<file path="src/uec_pkg.sv">
// uec_pkg: register map, field positions and carrier types for the endpoint control block
// assumes a 32-bit AHB-Lite register bus and sixteen endpoints
package uec_pkg;
    localparam int UEC_NUM_EP = 16;
    localparam logic [31:0] UEC_EP_BASE = 32'h0000_0000;
    localparam logic [31:0] UEC_EP_STRIDE = 32'h0000_0004;
    localparam logic [31:0] UEC_EP_SPAN = 32'h0000_0040;
    // event/status registers chosen for this block
    localparam logic [31:0] UEC_STALL_SET = 32'h0000_0040;
    localparam logic [31:0] UEC_DECIDE = 32'h0000_0044;
    localparam int UEC_B_HSHK = 0;
    localparam int UEC_B_STALL = 1;
    localparam int UEC_B_TXEN = 2;
    localparam int UEC_B_RXEN = 3;
    localparam int UEC_B_CONDIS = 4;
    localparam int UEC_B_NAK_RETRY_DISABLE = 6;
    localparam int UEC_B_LOW_SPEED_DIRECT_ENABLE = 7;
    localparam logic [7:0] UEC_EP_RESET = 8'h00;
    localparam logic [7:0] UEC_MASK_EP0 = 8'hDF;
    localparam logic [7:0] UEC_MASK_EPN = 8'h1F;
    localparam logic [1:0] UEC_HTRANS_NONSEQ = 2'h2;
    typedef struct packed {
        logic low_speed_direct_enable;
        logic nak_retry_disable;
        logic setup_transfer_disable;
        logic endpoint_receive_enable;
        logic endpoint_transmit_enable;
        logic endpoint_stalled_flag;
        logic endpoint_handshake_enable;
    } uec_ctrl_s;
    typedef struct packed {
        logic [3:0] ep;
        logic is_setup;
        logic is_rx;
        logic is_tx;
    } uec_tok_s;
endpackage

</file>
<file path="src/uec_regfile.sv">
// uec_regfile: sixteen 8-bit endpoint control words with registered read data
// assumes one write port and one read port on the same clock
`timescale 1ns/1ps
module uec_regfile
(
    input wire logic hclk,
    input wire logic hresetn,
    input wire logic we,
    input wire logic [3:0] waddr,
    input wire logic [7:0] wdata,
    input wire logic [3:0] raddr,
    output logic [7:0] rdata_q,
    output logic [127:0] all_q
);
    import uec_pkg::*;
    logic [7:0] mem_q [UEC_NUM_EP];
    genvar g;
    generate
        for (g = 0; g < UEC_NUM_EP; g++)
        begin : g_ep
            always_ff @(posedge hclk or negedge hresetn)
            begin
                if (!hresetn)
                    mem_q[g] <= UEC_EP_RESET;
                else if (we && waddr == 4'(g))
                    mem_q[g] <= wdata;
            end
            assign all_q[g*8 +: 8] = mem_q[g];
        end
    endgenerate
    always_ff @(posedge hclk or negedge hresetn)
    begin
        if (!hresetn)
            rdata_q <= 8'h00;
        else
            rdata_q <= mem_q[raddr];
    end
endmodule // uec_regfile

</file>
<file path="src/uec_top.sv">
// uec_top: endpoint control registers on AHB-Lite, plus a token admission check
// assumes a single AHB-Lite master; the packet engine presents tokens and stall events
//
// Contract
// sixteen independent endpoint control registers; bits 15..8 read zero.
// bit 5 ignores writes and reads zero.
// endpoint 0 bit 6 set disables hardware NAK retry; clear enables it.
// with tx and rx enabled, bit 4 set rejects setup transfers.
// bit 4 is ignored unless both tx and rx are enabled.
// receive traffic accepted only while bit 3 is set.
// no transmit while bit 2 is clear.
// bit 1 reads one once the endpoint has been stalled.
// endpoint 0 bit 7 enables low-speed direct connection in host mode.
`timescale 1ns/1ps
module uec_top
(
    input wire logic hclk,
    input wire logic hresetn,
    input wire logic hsel,
    input wire logic [31:0] haddr,
    input wire logic [1:0] htrans,
    input wire logic hwrite,
    input wire logic [2:0] hsize,
    input wire logic [31:0] hwdata,
    input wire logic hready,
    output logic [31:0] hrdata,
    output logic hreadyout,
    output logic hresp,
    input wire uec_pkg::uec_tok_s tok,
    input wire logic tok_valid,
    input wire logic stall_evt,
    input wire logic [3:0] stall_ep,
    input wire logic host_mode,
    output logic tok_accept_q,
    output logic tok_reject_q,
    output logic hw_nak_retry_q,
    output logic low_speed_direct_q,
    output uec_pkg::uec_ctrl_s ep0_ctrl_q
);
    import uec_pkg::*;

    function automatic logic is_ep(input logic [31:0] a);
        is_ep = a < UEC_EP_SPAN;
    endfunction

    ////////////////////////////////////////////////////////////////////////
    // address phase capture
    logic ap_wr_q, ap_rd_q;
    logic [31:0] ap_addr_q;
    logic ap_valid_q;
    wire take = hsel && hready && htrans == UEC_HTRANS_NONSEQ;
    always_ff @(posedge hclk or negedge hresetn)
    begin
        if (!hresetn)
        begin
            ap_wr_q <= 1'b0;
            ap_rd_q <= 1'b0;
            ap_addr_q <= 32'h0000_0000;
            ap_valid_q <= 1'b0;
        end
        else
        begin
            ap_wr_q <= take && hwrite;
            ap_rd_q <= take && !hwrite;
            ap_valid_q <= take;
            if (take)
                ap_addr_q <= haddr;
        end
    end

    ////////////////////////////////////////////////////////////////////////
    // register storage and write masking
    wire [3:0] w_ep = ap_addr_q[5:2];
    wire ep_wr = ap_wr_q && is_ep(ap_addr_q);
    // bit 5 always dropped; bits 7..6 only exist on endpoint 0
    wire [7:0] w_mask = (w_ep == 4'h0) ? UEC_MASK_EP0 : UEC_MASK_EPN; // see R2 see R3
    logic [127:0] all_q;
    logic [7:0] rf_rdata;
    logic [7:0] wr_val;
    logic [15:0] stalled_q;
    // a hardware stall event outranks a software clear in the same cycle
    wire [15:0] stall_hit = stall_evt ? (16'h0001 << stall_ep) : 16'h0000;
    assign wr_val = (hwdata[7:0] & w_mask) & ~(8'h01 << UEC_B_STALL);
    uec_regfile u_rf
    (
        .hclk(hclk),
        .hresetn(hresetn),
        .we(ep_wr),
        .waddr(w_ep),
        .wdata(wr_val),
        .raddr(haddr[5:2]),
        .rdata_q(rf_rdata),
        .all_q(all_q)
    );
    always_ff @(posedge hclk or negedge hresetn)
    begin
        if (!hresetn)
            stalled_q <= 16'h0000;
        else
            stalled_q <= (stalled_q & ~((ep_wr && hwdata[UEC_B_STALL]) ?
                (16'h0001 << w_ep) : 16'h0000)) | stall_hit;
    end

    ////////////////////////////////////////////////////////////////////////
    // read data; upper bits zero
    logic [31:0] rd_addr_q;
    always_ff @(posedge hclk or negedge hresetn)
    begin
        if (!hresetn)
            rd_addr_q <= 32'h0000_0000;
        else if (take)
            rd_addr_q <= haddr;
    end
    wire [7:0] rd_byte = rf_rdata | ({7'h00, stalled_q[rd_addr_q[5:2]]} << UEC_B_STALL);
    wire [31:0] rd_word = is_ep(rd_addr_q) ? {24'h000000, rd_byte} :
                          (rd_addr_q == UEC_STALL_SET) ? {16'h0000, stalled_q} :
                          (rd_addr_q == UEC_DECIDE) ?
                          {30'h0, tok_reject_q, tok_accept_q} : 32'h0000_0000;
    assign hrdata = ap_rd_q ? rd_word : 32'h0000_0000;
    assign hreadyout = 1'b1;
    assign hresp = 1'b0;

    ////////////////////////////////////////////////////////////////////////
    // token admission
    wire [7:0] tc = all_q[tok.ep*8 +: 8];
    wire both_en = tc[UEC_B_TXEN] && tc[UEC_B_RXEN];
    wire setup_ok = !(both_en && tc[UEC_B_CONDIS]); // see R4
    wire rx_ok = tc[UEC_B_RXEN];
    wire tx_ok = tc[UEC_B_TXEN];
    wire ok = tok.is_setup ? setup_ok : tok.is_rx ? rx_ok : tok.is_tx ? tx_ok : 1'b0;
    wire [7:0] e0 = all_q[7:0];
    always_ff @(posedge hclk or negedge hresetn)
    begin
        if (!hresetn)
        begin
            tok_accept_q <= 1'b0;
            tok_reject_q <= 1'b0;
            hw_nak_retry_q <= 1'b1;
            low_speed_direct_q <= 1'b0;
            ep0_ctrl_q <= '0;
        end
        else
        begin
            tok_accept_q <= tok_valid && ok;
            tok_reject_q <= tok_valid && !ok;
            hw_nak_retry_q <= !e0[UEC_B_NAK_RETRY_DISABLE];
            low_speed_direct_q <= host_mode && e0[UEC_B_LOW_SPEED_DIRECT_ENABLE];
            ep0_ctrl_q <= {e0[7:6], e0[4:2], stalled_q[0], e0[0]};
        end
    end

    a_rx_gate: assert property (@(posedge hclk) disable iff (!hresetn)
        tok_valid && tok.is_rx && !tok.is_setup && !rx_ok |=> !tok_accept_q)
        else $error("rx accepted while disabled");
    a_tx_gate: assert property (@(posedge hclk) disable iff (!hresetn)
        tok_valid && tok.is_tx && !tok.is_rx && !tok.is_setup && !tx_ok |=> tok_reject_q)
        else $error("tx accepted while disabled");
    a_setup_rej: assert property (@(posedge hclk) disable iff (!hresetn)
        tok_valid && tok.is_setup && both_en && tc[UEC_B_CONDIS] |=> tok_reject_q)
        else $error("setup not rejected");
    a_setup_ign: assert property (@(posedge hclk) disable iff (!hresetn)
        tok_valid && tok.is_setup && !both_en |=> tok_accept_q)
        else $error("condis not ignored");
    a_stall_set: assert property (@(posedge hclk) disable iff (!hresetn)
        stall_evt |=> stalled_q[$past(stall_ep)])
        else $error("stall lost");
    a_bit5_zero: assert property (@(posedge hclk) disable iff (!hresetn)
        ap_rd_q && is_ep(rd_addr_q) |-> hrdata[5] == 1'b0)
        else $error("bit 5 nonzero");
    a_upper_zero: assert property (@(posedge hclk) disable iff (!hresetn)
        ap_rd_q && is_ep(rd_addr_q) |-> hrdata[31:8] == 24'h0)
        else $error("upper bits nonzero");
    a_retry: assert property (@(posedge hclk) disable iff (!hresetn)
        ##1 hw_nak_retry_q == !$past(e0[UEC_B_NAK_RETRY_DISABLE]))
        else $error("retry mismatch");
    a_low_speed_direct_enable: assert property (@(posedge hclk) disable iff (!hresetn)
        !host_mode |=> !low_speed_direct_q)
        else $error("low_speed_direct_enable outside host mode");
endmodule // uec_top

</file>
<file path="config.mk">
export PLATFORM = sky130hd
export DESIGN_NAME = uec_top
export DESIGN_NICKNAME = d
export VERILOG_FILES = /design/src/uec_pkg.sv /design/src/uec_regfile.sv /design/src/uec_top.sv
export SDC_FILE = /design/constraint.sdc
export NUM_CORES = 1
export LEC_CHECK = 0
export ABC_AREA = 1
export CAP_MARGIN = 10
export CORE_AREA = 5 5 122 124
export DETAILED_ROUTE_END_ITERATION = 7
export DIE_AREA = 0 0 127 129
export DONT_BUFFER_PORTS = 1
export PLACE_DENSITY = 0.74
export RECOVER_POWER = 25
export SLEW_MARGIN = 5
export SYNTH_ARGS = -nofsm -noshare
export SYNTH_HDL_FRONTEND = slang
export SYNTH_SLANG_ARGS = --single-unit
</file>
<file path="constraint.sdc">
create_clock -name hclk -period 2.2 [get_ports hclk]
set_input_delay 0.11 -clock hclk [delete_from_list [all_inputs] [get_ports hclk]]
set_output_delay 0.11 -clock hclk [all_outputs]
set_load 0.03 [all_outputs]
</file>
==> flow_summary.toml, run 1 <==
[power]
ir_drop_mv = 0.571
p_sw_w = 0.00202
leakage_nw = 5.17
pwr-share-comb_pct = 11.5
power_per_cell_area_nw_per_um2 = 791
pwr-share-clk_pct = 44.6
power_w = 0.00773
p_sw_share_pct = 26.1
seqPwrFrac_pct = 44.0
power.internal_w = 0.00571

[clock_network]
cts_buffer_depth = 2
cts_max_level = 4
numCtsBuffers = 17
clock_sinks = 163
cts_hold_buffers = 48
cts_tree = "built"
clk_latency_ns = 0.43
clk_pin_slew_worst_paths_ns = 0.07
clockRootBuffer = "clkbuf_16"

[drt]
routedWlPerCell_um = 19.0
via_per_inst = 5.81
wirelength_mm = 23.7
drc = 0
ant_nets = 0
dr.first_iter.drc_count = 828
vias = 7248
drt-pass1-iter-count = 7

[place]
preCtsSetupSlack_ns = 0.0903
gp_congestion = 0.915
dp.cells = 1146
numPortBuffers = 0
dpl.hpwl_mm = 13.2

[floorplan]
boundaryPins = 133
die_h_um = 129
die_x_um = 127
core_um2 = 13700
die_area_um2 = 16400
rows = 43
initial_core_util_pct = 58.2

[synth]
synth.cell_area_um2 = 7960
seq_area_frac_synth_pct = 51.3
synth.avg_cell_area_um2 = 8.11
ys_types = 32
ys_ff_latch = 163
yosysWarnings = 0
synth_cells = 981

[critical_path]
worstPathCellList = "nand2_1, o22ai_1, o21ai_0, o21ai_0, nor2_1, nor2_1, nor2_1, buf_4"
cp-end-kind = "output pin"
critPathTopFamily = "simple AND/OR/NAND/NOR gates"
path_buf_inv = 1
crit_path_start_kind = "flip-flop"
cp_common_cell = "nor2_1"
r2r_cells = 13
cp_max_fo = 8
worst-path-stages = 8
crit_path_max_incr_delay_ns = 0.46
cp_data_arrival_time_ns = 2.47
crit_required_ns = 2.09
critPathKind = "flip-flop to output pin"
critPathSlowestCell = "dfrtp_2"

[sta]
fin_ws_ns = -0.379
fin_crit_ns = 2.58
rsz0062_at_grt = "yes"
finalHoldViolCount = 164
whs_ns = -0.616
worst_pin_slew_ns = 0.637
max_freq_mhz = 388
setup_viol = 16
setup-tns-final_ns = -3.19
maxSlewViolCount = 0
finClkSkew_ns = 0.00944
period_share_pct = 117
relSlewSlack_pct = 57.3

[cells_and_area]
final_nets = 1143
antenna_cells = 0
fin_cells = 1248
syn_to_final_growth_pct = 22.9
final_layout_size_suffix_gt1_share_pct = 15.8

[global_route]
grt_pass1_vias = 7032
grt_max_degree = 164
track_usage_pct = 27.0
grt_pass1_wl_mm = 34.9
grt-ovfl-total = 0
antenna_found_initial = 0

[outcome]
failed_checks = "hold timing, setup timing"
status = "finished with violations"

[worst_hold_path]
hold_path.class = "input port to asynchronous set/reset pin"

[job]
max_cap_violations = 0
==> timing repair <==
item / in CTS / in global routing
buffers inserted: 5 / 12
gates cloned: 3 / 3
endpoints found under the hold margin: 220 / 163
pin swaps: 5 / 14
resized for setup: 25 / 59
endpoints found under the setup margin: 16 / 129
==> cell usage in the layout (no fill, tap or decap), drive strengths merged <==
cell	instances
dfstp	1
o221ai	12
or2	2
conb	18
dfrtp	162
inv	106
o21ai	129
nand2	275
o211ai	5
a21oi	31
mux2	21
bufinv	6
clkinv	6
nor2	87
o22ai	12
clkinvlp	5
buf	40
dlygate4sd3	47
o21bai	1
clkbuf	18
nand4	2
nand3	59
nor3	19
nor4	3
and2	1
==> path summary, 6_finish.rpt <==
kind / startpoint / to / slack [ns]
min in group hclk: tok[1] / tok_reject_q / -0.02
worst max-delay path: rd_addr_q[2] / hrdata[1] / -0.38
worst min register to register: u_rf.all_q[0] / ep0_ctrl_q[0] / 0.42
worst min-delay path: hresetn / u_rf.all_q[15] / -0.62
max in group asynchronous: hresetn / hw_nak_retry_q / 2.53
worst max register to register: rd_addr_q[27] / stalled_q[3] / 0.02
==> cells in the mapped netlist <==
| cell type | count | area (µm²) |
|---|---|---|
| dfstp_2 | 1 | 26.3 |
| buf_12 | 1 | 20.0 |
| nand2_2 | 8 | 50.1 |
| nand2_4 | 9 | 101 |
| nor2_1 | 85 | 319 |
| conb_1 | 2 | 7.51 |
| and2_1 | 1 | 6.26 |
| buf_1 | 2 | 7.51 |
| or2_2 | 2 | 12.5 |
| nand3_1 | 59 | 295 |
| nor3_4 | 1 | 16.3 |
| nor2_4 | 1 | 11.3 |
| clkbuf_1 | 31 | 116 |
| o221ai_1 | 12 | 105 |
| dfrtp_1 | 162 | 4050 |
| o21ai_1 | 28 | 140 |
| o21bai_1 | 1 | 7.51 |
| nand2_1 | 258 | 968 |
| buf_4 | 19 | 143 |
| mux2_2 | 21 | 236 |
| a21oi_1 | 31 | 155 |
| o211ai_1 | 5 | 37.5 |
| clkinv_1 | 2 | 7.51 |
| inv_1 | 101 | 379 |
| clkinv_4 | 1 | 8.76 |
| nor2_2 | 1 | 6.26 |
| nor3_1 | 18 | 90.1 |
| o21ai_2 | 4 | 35.0 |
| o21ai_0 | 97 | 485 |
| nand4_1 | 2 | 12.5 |
| o22ai_1 | 12 | 75.1 |
| nor4_1 | 3 | 18.8 |
==> flip-flops by register name, summed over array words and instances (netlist names) <==
signal and flops:
low_speed_direct_q 1, stalled_q 16, ep0_ctrl_q 7, ap_wr_q 1
u_rf.rdata_q 6, rd_addr_q 32, hw_nak_retry_q 1, ap_rd_q 1
u_rf.all_q 96, tok_reject_q 1, tok_accept_q 1
==> final cells by class <==
type	instances	area (µm²)
sequential	163	4080
fill	986	3890
multi-input combinational	677	3500
timing repair buffer	87	838
clock buffer	18	439
inverter	104	407
clock inverter	14	248
tap	180	225
timing repair inverter	5	42.5
==> worst reg2reg max path, cell delays in order, from the launching register on <==
cell and delay [ns]:
dfrtp_1 0.38, inv_2 0.07, nand2_2 0.06, nor3_4 0.23, nand2_2 0.14, nor3_4 0.24, buf_12 0.17, buf_4 0.14
nand2_8 0.10, nor2_4 0.15, buf_12 0.14, nand2_1 0.10, nand2_1 0.08, nand2_1 0.06
==> kinds of logic (layout without fill, tap and decap cells) <==
family,Yosys count,count (layout),share of synthesized area [%]
AOI/OAI and AO/OA,190,190,13.1
and+or+nand+nor,448,448,24.0
other,2,18,0.0944
muxes,21,21,2.97
buffers and inverters,157,228,8.57
DFF,163,163,51.3
==> power groups by stage <==
stage / clock, W / sequential, W / combinational [W]
after floorplan: 0 / 0.00335 / 0.000547
after global placement: 0 / 0.00338 / 0.000611
after detailed placement: 0 / 0.00339 / 0.000632
after CTS: 0.00346 / 0.00335 / 0.000748
after global routing: 0.00362 / 0.00341 / 0.000960
final: 0.00345 / 0.00340 / 0.000887
==> routing by layer <==
metal  share of wire [%]  routed length, µm  up-vias  track usage (%)
met4                 4.9               1170        0             12.6
met1                  38               8970     3429             33.9
li1                    -                  -     3297                -
met3                 7.9               1870      110             5.89
met2                  49              11700      412             45.1
met5                   0                  0        -                0
==> stage by stage <==
stage | area (µm²) | util [%] | hold slack (ns)
2_1_floorplan | 8020 | - | -0.186
3_3_place_gp | 8130 | 59.5 | -0.179
3_5_place_dp | 8130 | 59.5 | -0.180
4_1_cts | 9440 | 69.0 | -0.633
5_1_grt | 9780 | 71.6 | -0.639
6_report | 9780 | 71.6 | -0.616
Note: power is estimated with default switching activity, not from simulation.
==> run 2, diff against run 1 <==
--- a/config.mk
+++ b/config.mk
@@ -8,11 +8,13 @@
 export ABC_AREA = 1
 export CAP_MARGIN = 10
 export CORE_AREA = 5 5 122 124
+export CTS_CLUSTER_DIAMETER = 200
 export DETAILED_ROUTE_END_ITERATION = 7
 export DIE_AREA = 0 0 127 129
 export DONT_BUFFER_PORTS = 1
 export PLACE_DENSITY = 0.74
 export RECOVER_POWER = 25
+export SKIP_LAST_GASP = 1
 export SLEW_MARGIN = 5
 export SYNTH_ARGS = -nofsm -noshare
 export SYNTH_HDL_FRONTEND = slang
==> run 2 against run 1 <==
  * The run still ends with hold timing, setup timing left
  * First-iteration DRC count is 11% higher
  * Largest power group unchanged
  * Flip-flop and latch count stayed put
  * Total power is 0.11% higher
  * Cell count stayed put
  * Final area hardly changed
  * Wire length is 0.30% lower
  * Hold slack hardly changed
  * Via count is 0.54% higher
  * Highest routed layer unchanged
==> flow_summary.toml, run 2 (same netlist as run 1, synthesis figures left out) <==
[outcome]
status = "finished with violations"
failed_checks = "hold timing, setup timing"

[clock_network]
clockRootBuffer = "clkbuf_16"
cts_max_level = 4
numCtsBuffers = 17
clock_sinks = 163
cts_tree = "built"
cts_hold_buffers = 48
cts_buffer_depth = 2
clk_latency_ns = 0.43
clk_pin_slew_worst_paths_ns = 0.07

[global_route]
track_usage_pct = 27.0
grt-ovfl-total = 0
grt_pass1_vias = 7032
antenna_found_initial = 0
grt_max_degree = 164
grt_pass1_wl_mm = 34.9

[cells_and_area]
finalCoreUtilization_pct = 71.5
final_common_cell = "nand2_1"
largest_reg_flops = 96
fin_cells = 1248
fillerInstances = 987
layout_common_cells = "nand2_1, dfrtp_1, o21ai_0"
final_layout_size_suffix_gt1_share_pct = 15.8
final_nets = 1143
antenna_cells = 0
syn_to_final_growth_pct = 22.8

[sta]
period_share_pct = 114
setup_viol = 17
relSlewSlack_pct = 59.0
whs_ns = -0.617
fin_ws_ns = -0.316
rsz0062_at_grt = "yes"
finalHoldViolCount = 164
finClkSkew_ns = 0.00828
max_freq_mhz = 397
fin_crit_ns = 2.52
worst_pin_slew_ns = 0.614
maxSlewViolCount = 0
setup-tns-final_ns = -3.42

[job]
max_cap_violations = 0

[critical_path]
cp-end-kind = "output pin"
worstPathCellList = "nand2_1, o22ai_1, o21ai_0, o21ai_0, nor2_1, nor2_1, nor2_1, buf_4"
cp_common_cell = "nor2_1"
crit_required_ns = 2.09
critPathTopFamily = "simple AND/OR/NAND/NOR gates"
critPathKind = "flip-flop to output pin"
cp_data_arrival_time_ns = 2.41
path_buf_inv = 1
cp_max_fo = 8
crit_path_start_kind = "flip-flop"
critPathSlowestCell = "dfrtp_2"
crit_path_max_incr_delay_ns = 0.46

[floorplan]
initial_core_util_pct = 58.2
rows = 43
boundaryPins = 133
core_um2 = 13700
die_area_um2 = 16400
die_x_um = 127
die_h_um = 129

[drt]
vias = 7287
ant_nets = 0
drt-pass1-iter-count = 6
wirelength_mm = 23.6
dr.first_iter.drc_count = 918
routedWlPerCell_um = 18.9
drc = 0
via_per_inst = 5.84

[place]
gp_congestion = 0.915
numPortBuffers = 0
dpl.hpwl_mm = 13.2
dp.cells = 1146

[power]
power_per_cell_area_nw_per_um2 = 793
ir_drop_mv = 0.571
leakage_nw = 5.17
power_w = 0.00774

[worst_hold_path]
hold_path.class = "input port to asynchronous set/reset pin"
[run 2: cell counts in the layout (fill, tap and decap cells not counted)]
Identical to the previous run, type by type.
[run 2: path summary, 6_finish.rpt]
path | cells after the start | to | slack, ns | from
setup / recovery | 8 | hrdata[1] | -0.32 | rd_addr_q[2]
hold / removal | 0 | u_rf.all_q[15] | -0.62 | hresetn
setup reg to reg | 13 | stalled_q[3] | 0 | rd_addr_q[26]
hold reg to reg | 0 | ep0_ctrl_q[0] | 0.42 | u_rf.all_q[0]
max in group asynchronous | 0 | hw_nak_retry_q | 2.50 | hresetn
min in group hclk | 3 | tok_reject_q | -0.01 | tok[1]
[run 2: power by group]
group          internal (W)  switching, W
logic              0.000341      0.000547
registers           0.00319      0.000205
clock network       0.00218       0.00128
total               0.00571       0.00203
[run 2: per-layer routing]
layer	vias up	GRT usage, %	routed length (µm)
met5	-	0	0
met3	100	5.89	1930
met2	418	45.1	11800
met4	0	12.6	1090
met1	3477	33.9	8820
li1	3292	-	-
[run 2: timing repair]
action                                 CTS  global route
buffers inserted                         5            12
setup endpoints to repair               16           129
gates cloned                             3             3
gates resized for setup                 25            58
endpoints found under the hold margin  220           163
pin swaps                                5            14
[run 2: layout make-up]
type                       instances  area, µm²  share of cell area, %
multi-input combinational        677       3490                   35.7
clock buffer                      18        439                   4.50
sequential                       163       4080                   41.8
clock inverter                    14        248                   2.54
tap                              180        225                   2.31
timing repair inverter             5       42.5                  0.435
inverter                         104        407                   4.16
timing repair buffer              87        838                   8.58
[run 2: worst reg2reg max path, delay by kind of cell, from the launching register on]
family,cells,cell delay [ns]
AND/OR/NAND/NOR,9,1.18
buffers and inverters,4,0.52
flip-flops,1,0.38
[run 2: stage by stage]
stage / instance area [µm²] / worst slack (ns)
final: 9770 / -0.316
after global routing: 9770 / -0.392
after CTS: 9440 / -0.0456
after detailed placement: 8130 / 0.0903
after global placement: 8130 / 0.171
after floorplan: 8020 / -0.0397
==> run 3, diff against run 2 <==
--- a/config.mk
+++ b/config.mk
@@ -8,13 +8,14 @@
 export ABC_AREA = 1
 export CAP_MARGIN = 10
 export CORE_AREA = 5 5 122 124
+export CTS_BUF_LIST = sky130_fd_sc_hd__clkbuf_4
 export CTS_CLUSTER_DIAMETER = 200
 export DETAILED_ROUTE_END_ITERATION = 7
 export DIE_AREA = 0 0 127 129
 export DONT_BUFFER_PORTS = 1
+export GPL_TIMING_DRIVEN = 0
 export PLACE_DENSITY = 0.74
 export RECOVER_POWER = 25
-export SKIP_LAST_GASP = 1
 export SLEW_MARGIN = 5
 export SYNTH_ARGS = -nofsm -noshare
 export SYNTH_HDL_FRONTEND = slang
==> run 3 against run 2 <==
  * The flow finishes with violations (DRC, hold timing, setup timing)
  * Clock skew increased by 0.017 ns
  * Maximum frequency decreased by 5.2%
  * Cell count increased by 4.4%
  * Register-to-register slack got worse by 0.26 ns
  * Clock-buffer cell count increased by 2
  * Critical path depth increased by 3
  * Core utilization increased by 1.8 points
  * First-iteration DRC count increased by 2.4%
  * Wire length increased by 9.4%
  * Critical path type unchanged
  * Critical endpoint unchanged
  * Highest routed layer unchanged
==> flow_summary.toml, run 3 (same netlist as run 1, synthesis figures left out) <==
[drt]
vias = 7641
ant_nets = 0
drt-met1-wl_mm = 9.81
routedWlPerCell_um = 19.8
dr.first_iter.drc_count = 940
wl_met3_mm = 2.30
wl_met2_mm = 12.8
wirelength_mm = 25.8
top_layer = "met4"
drc = 1
drt-pass1-iter-count = 8
via_per_inst = 5.86

[cells_and_area]
final_layout_size_suffix_gt1_share_pct = 20.0
fillerInstances = 1015
fin_area_um2 = 10000
largest_reg_flops = 96
layout_common_cells = "nand2_1, dfrtp_1, inv_1"
final_common_cell = "nand2_1"
final_nets = 1196
syn_to_final_growth_pct = 26.0

[sta]
finalHoldViolCount = 163
maxSlewViolCount = 0
worst_pin_slew_ns = 0.867
period_share_pct = 121
relSlewSlack_pct = 42.0
whs_ns = -0.795
finClkSkew_ns = 0.0257
setup_viol = 113
fin_ws_ns = -0.455
setup-tns-final_ns = -16.21
rsz0062_at_grt = "yes"
max_freq_mhz = 377
fin_crit_ns = 2.65

[outcome]
status = "finished with violations"
failed_checks = "DRC, hold timing, setup timing"

[critical_path]
cp_data_arrival_time_ns = 2.54
crit_path_start_kind = "flip-flop"
crit_required_ns = 2.09
critPathKind = "flip-flop to output pin"
cp-end-kind = "output pin"
cp_max_fo = 8

[place]
gp_congestion = 0.964
dpl.hpwl_mm = 14.9
numPortBuffers = 0
placed_cell_area_um2 = 8240

[clock_network]
cts_max_level = 4
clk_latency_ns = 0.58
numCtsBuffers = 17
cts_hold_buffers = 57
clockRootBuffer = "clkbuf_4"
cts_buffer_depth = 2
cts_tree = "built"
clock_sinks = 163
clk_pin_slew_worst_paths_ns = 0.15

[power]
leakage_nw = 5.01
power_w = 0.00590
power_per_cell_area_nw_per_um2 = 589
ir_drop_mv = 0.388

[floorplan]
rows = 43
initial_core_util_pct = 58.2
boundaryPins = 133
die_x_um = 127
core_um2 = 13700
die_area_um2 = 16400
die_h_um = 129

[job]
max_cap_violations = 0

[global_route]
grt-ovfl-total = 0
grt_max_degree = 164
antenna_found_initial = 2
grt_pass1_wl_mm = 37.2
grt_pass1_vias = 7133
track_usage_pct = 29.1

[worst_hold_path]
hold_path.class = "input port to asynchronous set/reset pin"
## run 3: cell types whose count changed in the layout (fill, tap and decap cells not counted), moves of 6 or more
cell | previous run | this run
nand2_2 | 11 | 43
clkbuf_4 | 0 | 20
nand2_8 | 1 | 11
dlygate4sd3_1 | 47 | 57
buf_4 | 29 | 40
clkbuf_16 | 17 | 0
nand2_1 | 247 | 214
bufinv_16 | 6 | 0
clkbuf_1 | 0 | 28
## run 3: final cells by class
cell class,count,area [µm²],share of cell area (%)
clock buffers,20,150,1.50
repair buffers,89,911,9.09
diodes,2,5.00,0.0500
flip-flops and latches,163,4080,40.7
plain buffers,52,317,3.16
inverters,104,404,4.03
multi-input cells,681,3840,38.4
clock inverters,12,82.6,0.824
well taps,180,225,2.25
## run 3: per-layer routing
layer,track usage (%),up-vias
li1,-,3405
met1,37.1,3647
met2,49.1,491
met3,6.39,98
met4,10.8,0
met5,0,-
## run 3: timing repair
item                                    CTS  global route
gates resized for setup                  67            99
pin swaps                                15            11
buffers inserted                          7            23
endpoints found under the setup margin   16            67
hold endpoints to repair                245           163
cloned                                    1             5
## run 3: final timing paths
| check | from | end | slack, ns | depth (start not counted) |
|---|---|---|---|---|
| min reg2reg | u_rf.all_q[0] | ep0_ctrl_q[0] | 0.45 | 0 |
| max in group asynchronous | hresetn | hw_nak_retry_q | 2.80 | 0 |
| min in group hclk | htrans[1] | rd_addr_q[6] | 0.07 | 2 |
| max | rd_addr_q[27] | hrdata[1] | -0.45 | 11 |
| max reg2reg | rd_addr_q[27] | u_rf.all_q[7] | -0.26 | 15 |
| min | hresetn | u_rf.all_q[42] | -0.79 | 0 |
## run 3: through the flow
stage,worst slack [ns],hold slack [ns],cells,util (%)
finish,-0.455,-0.795,1303,73.3
global route,-0.569,-0.837,1303,73.3
CTS,-0.188,-0.823,1273,68.6
detailed placement,-0.452,-0.179,1177,60.3
global placement,-0.426,-0.179,1177,60.3
floorplan,-0.0397,-0.186,997,-
## run 3: worst max-delay path: stages (launching register included)
cell and delay (ns):
dfrtp_1 0.42, inv_2 0.07, nand2_2 0.06, nor3_4 0.22
nand2_2 0.12, buf_4 0.16, nor3_4 0.22, inv_2 0.11
buf_8 0.17, nand3_2 0.09, nand2_2 0.09, nor2_4 0.22
## run 3: power breakdown
| part | internal, W | switching [W] | leakage (nW) | total (W) |
|---|---|---|---|---|
| logic | 0.000358 | 0.000606 | 3.15 | 0.000964 |
| clock network | 0.000480 | 0.00108 | 0.121 | 0.00156 |
| registers | 0.00319 | 0.000187 | 1.74 | 0.00337 |
| total | 0.00403 | 0.00188 | 5.01 | 0.00590 |
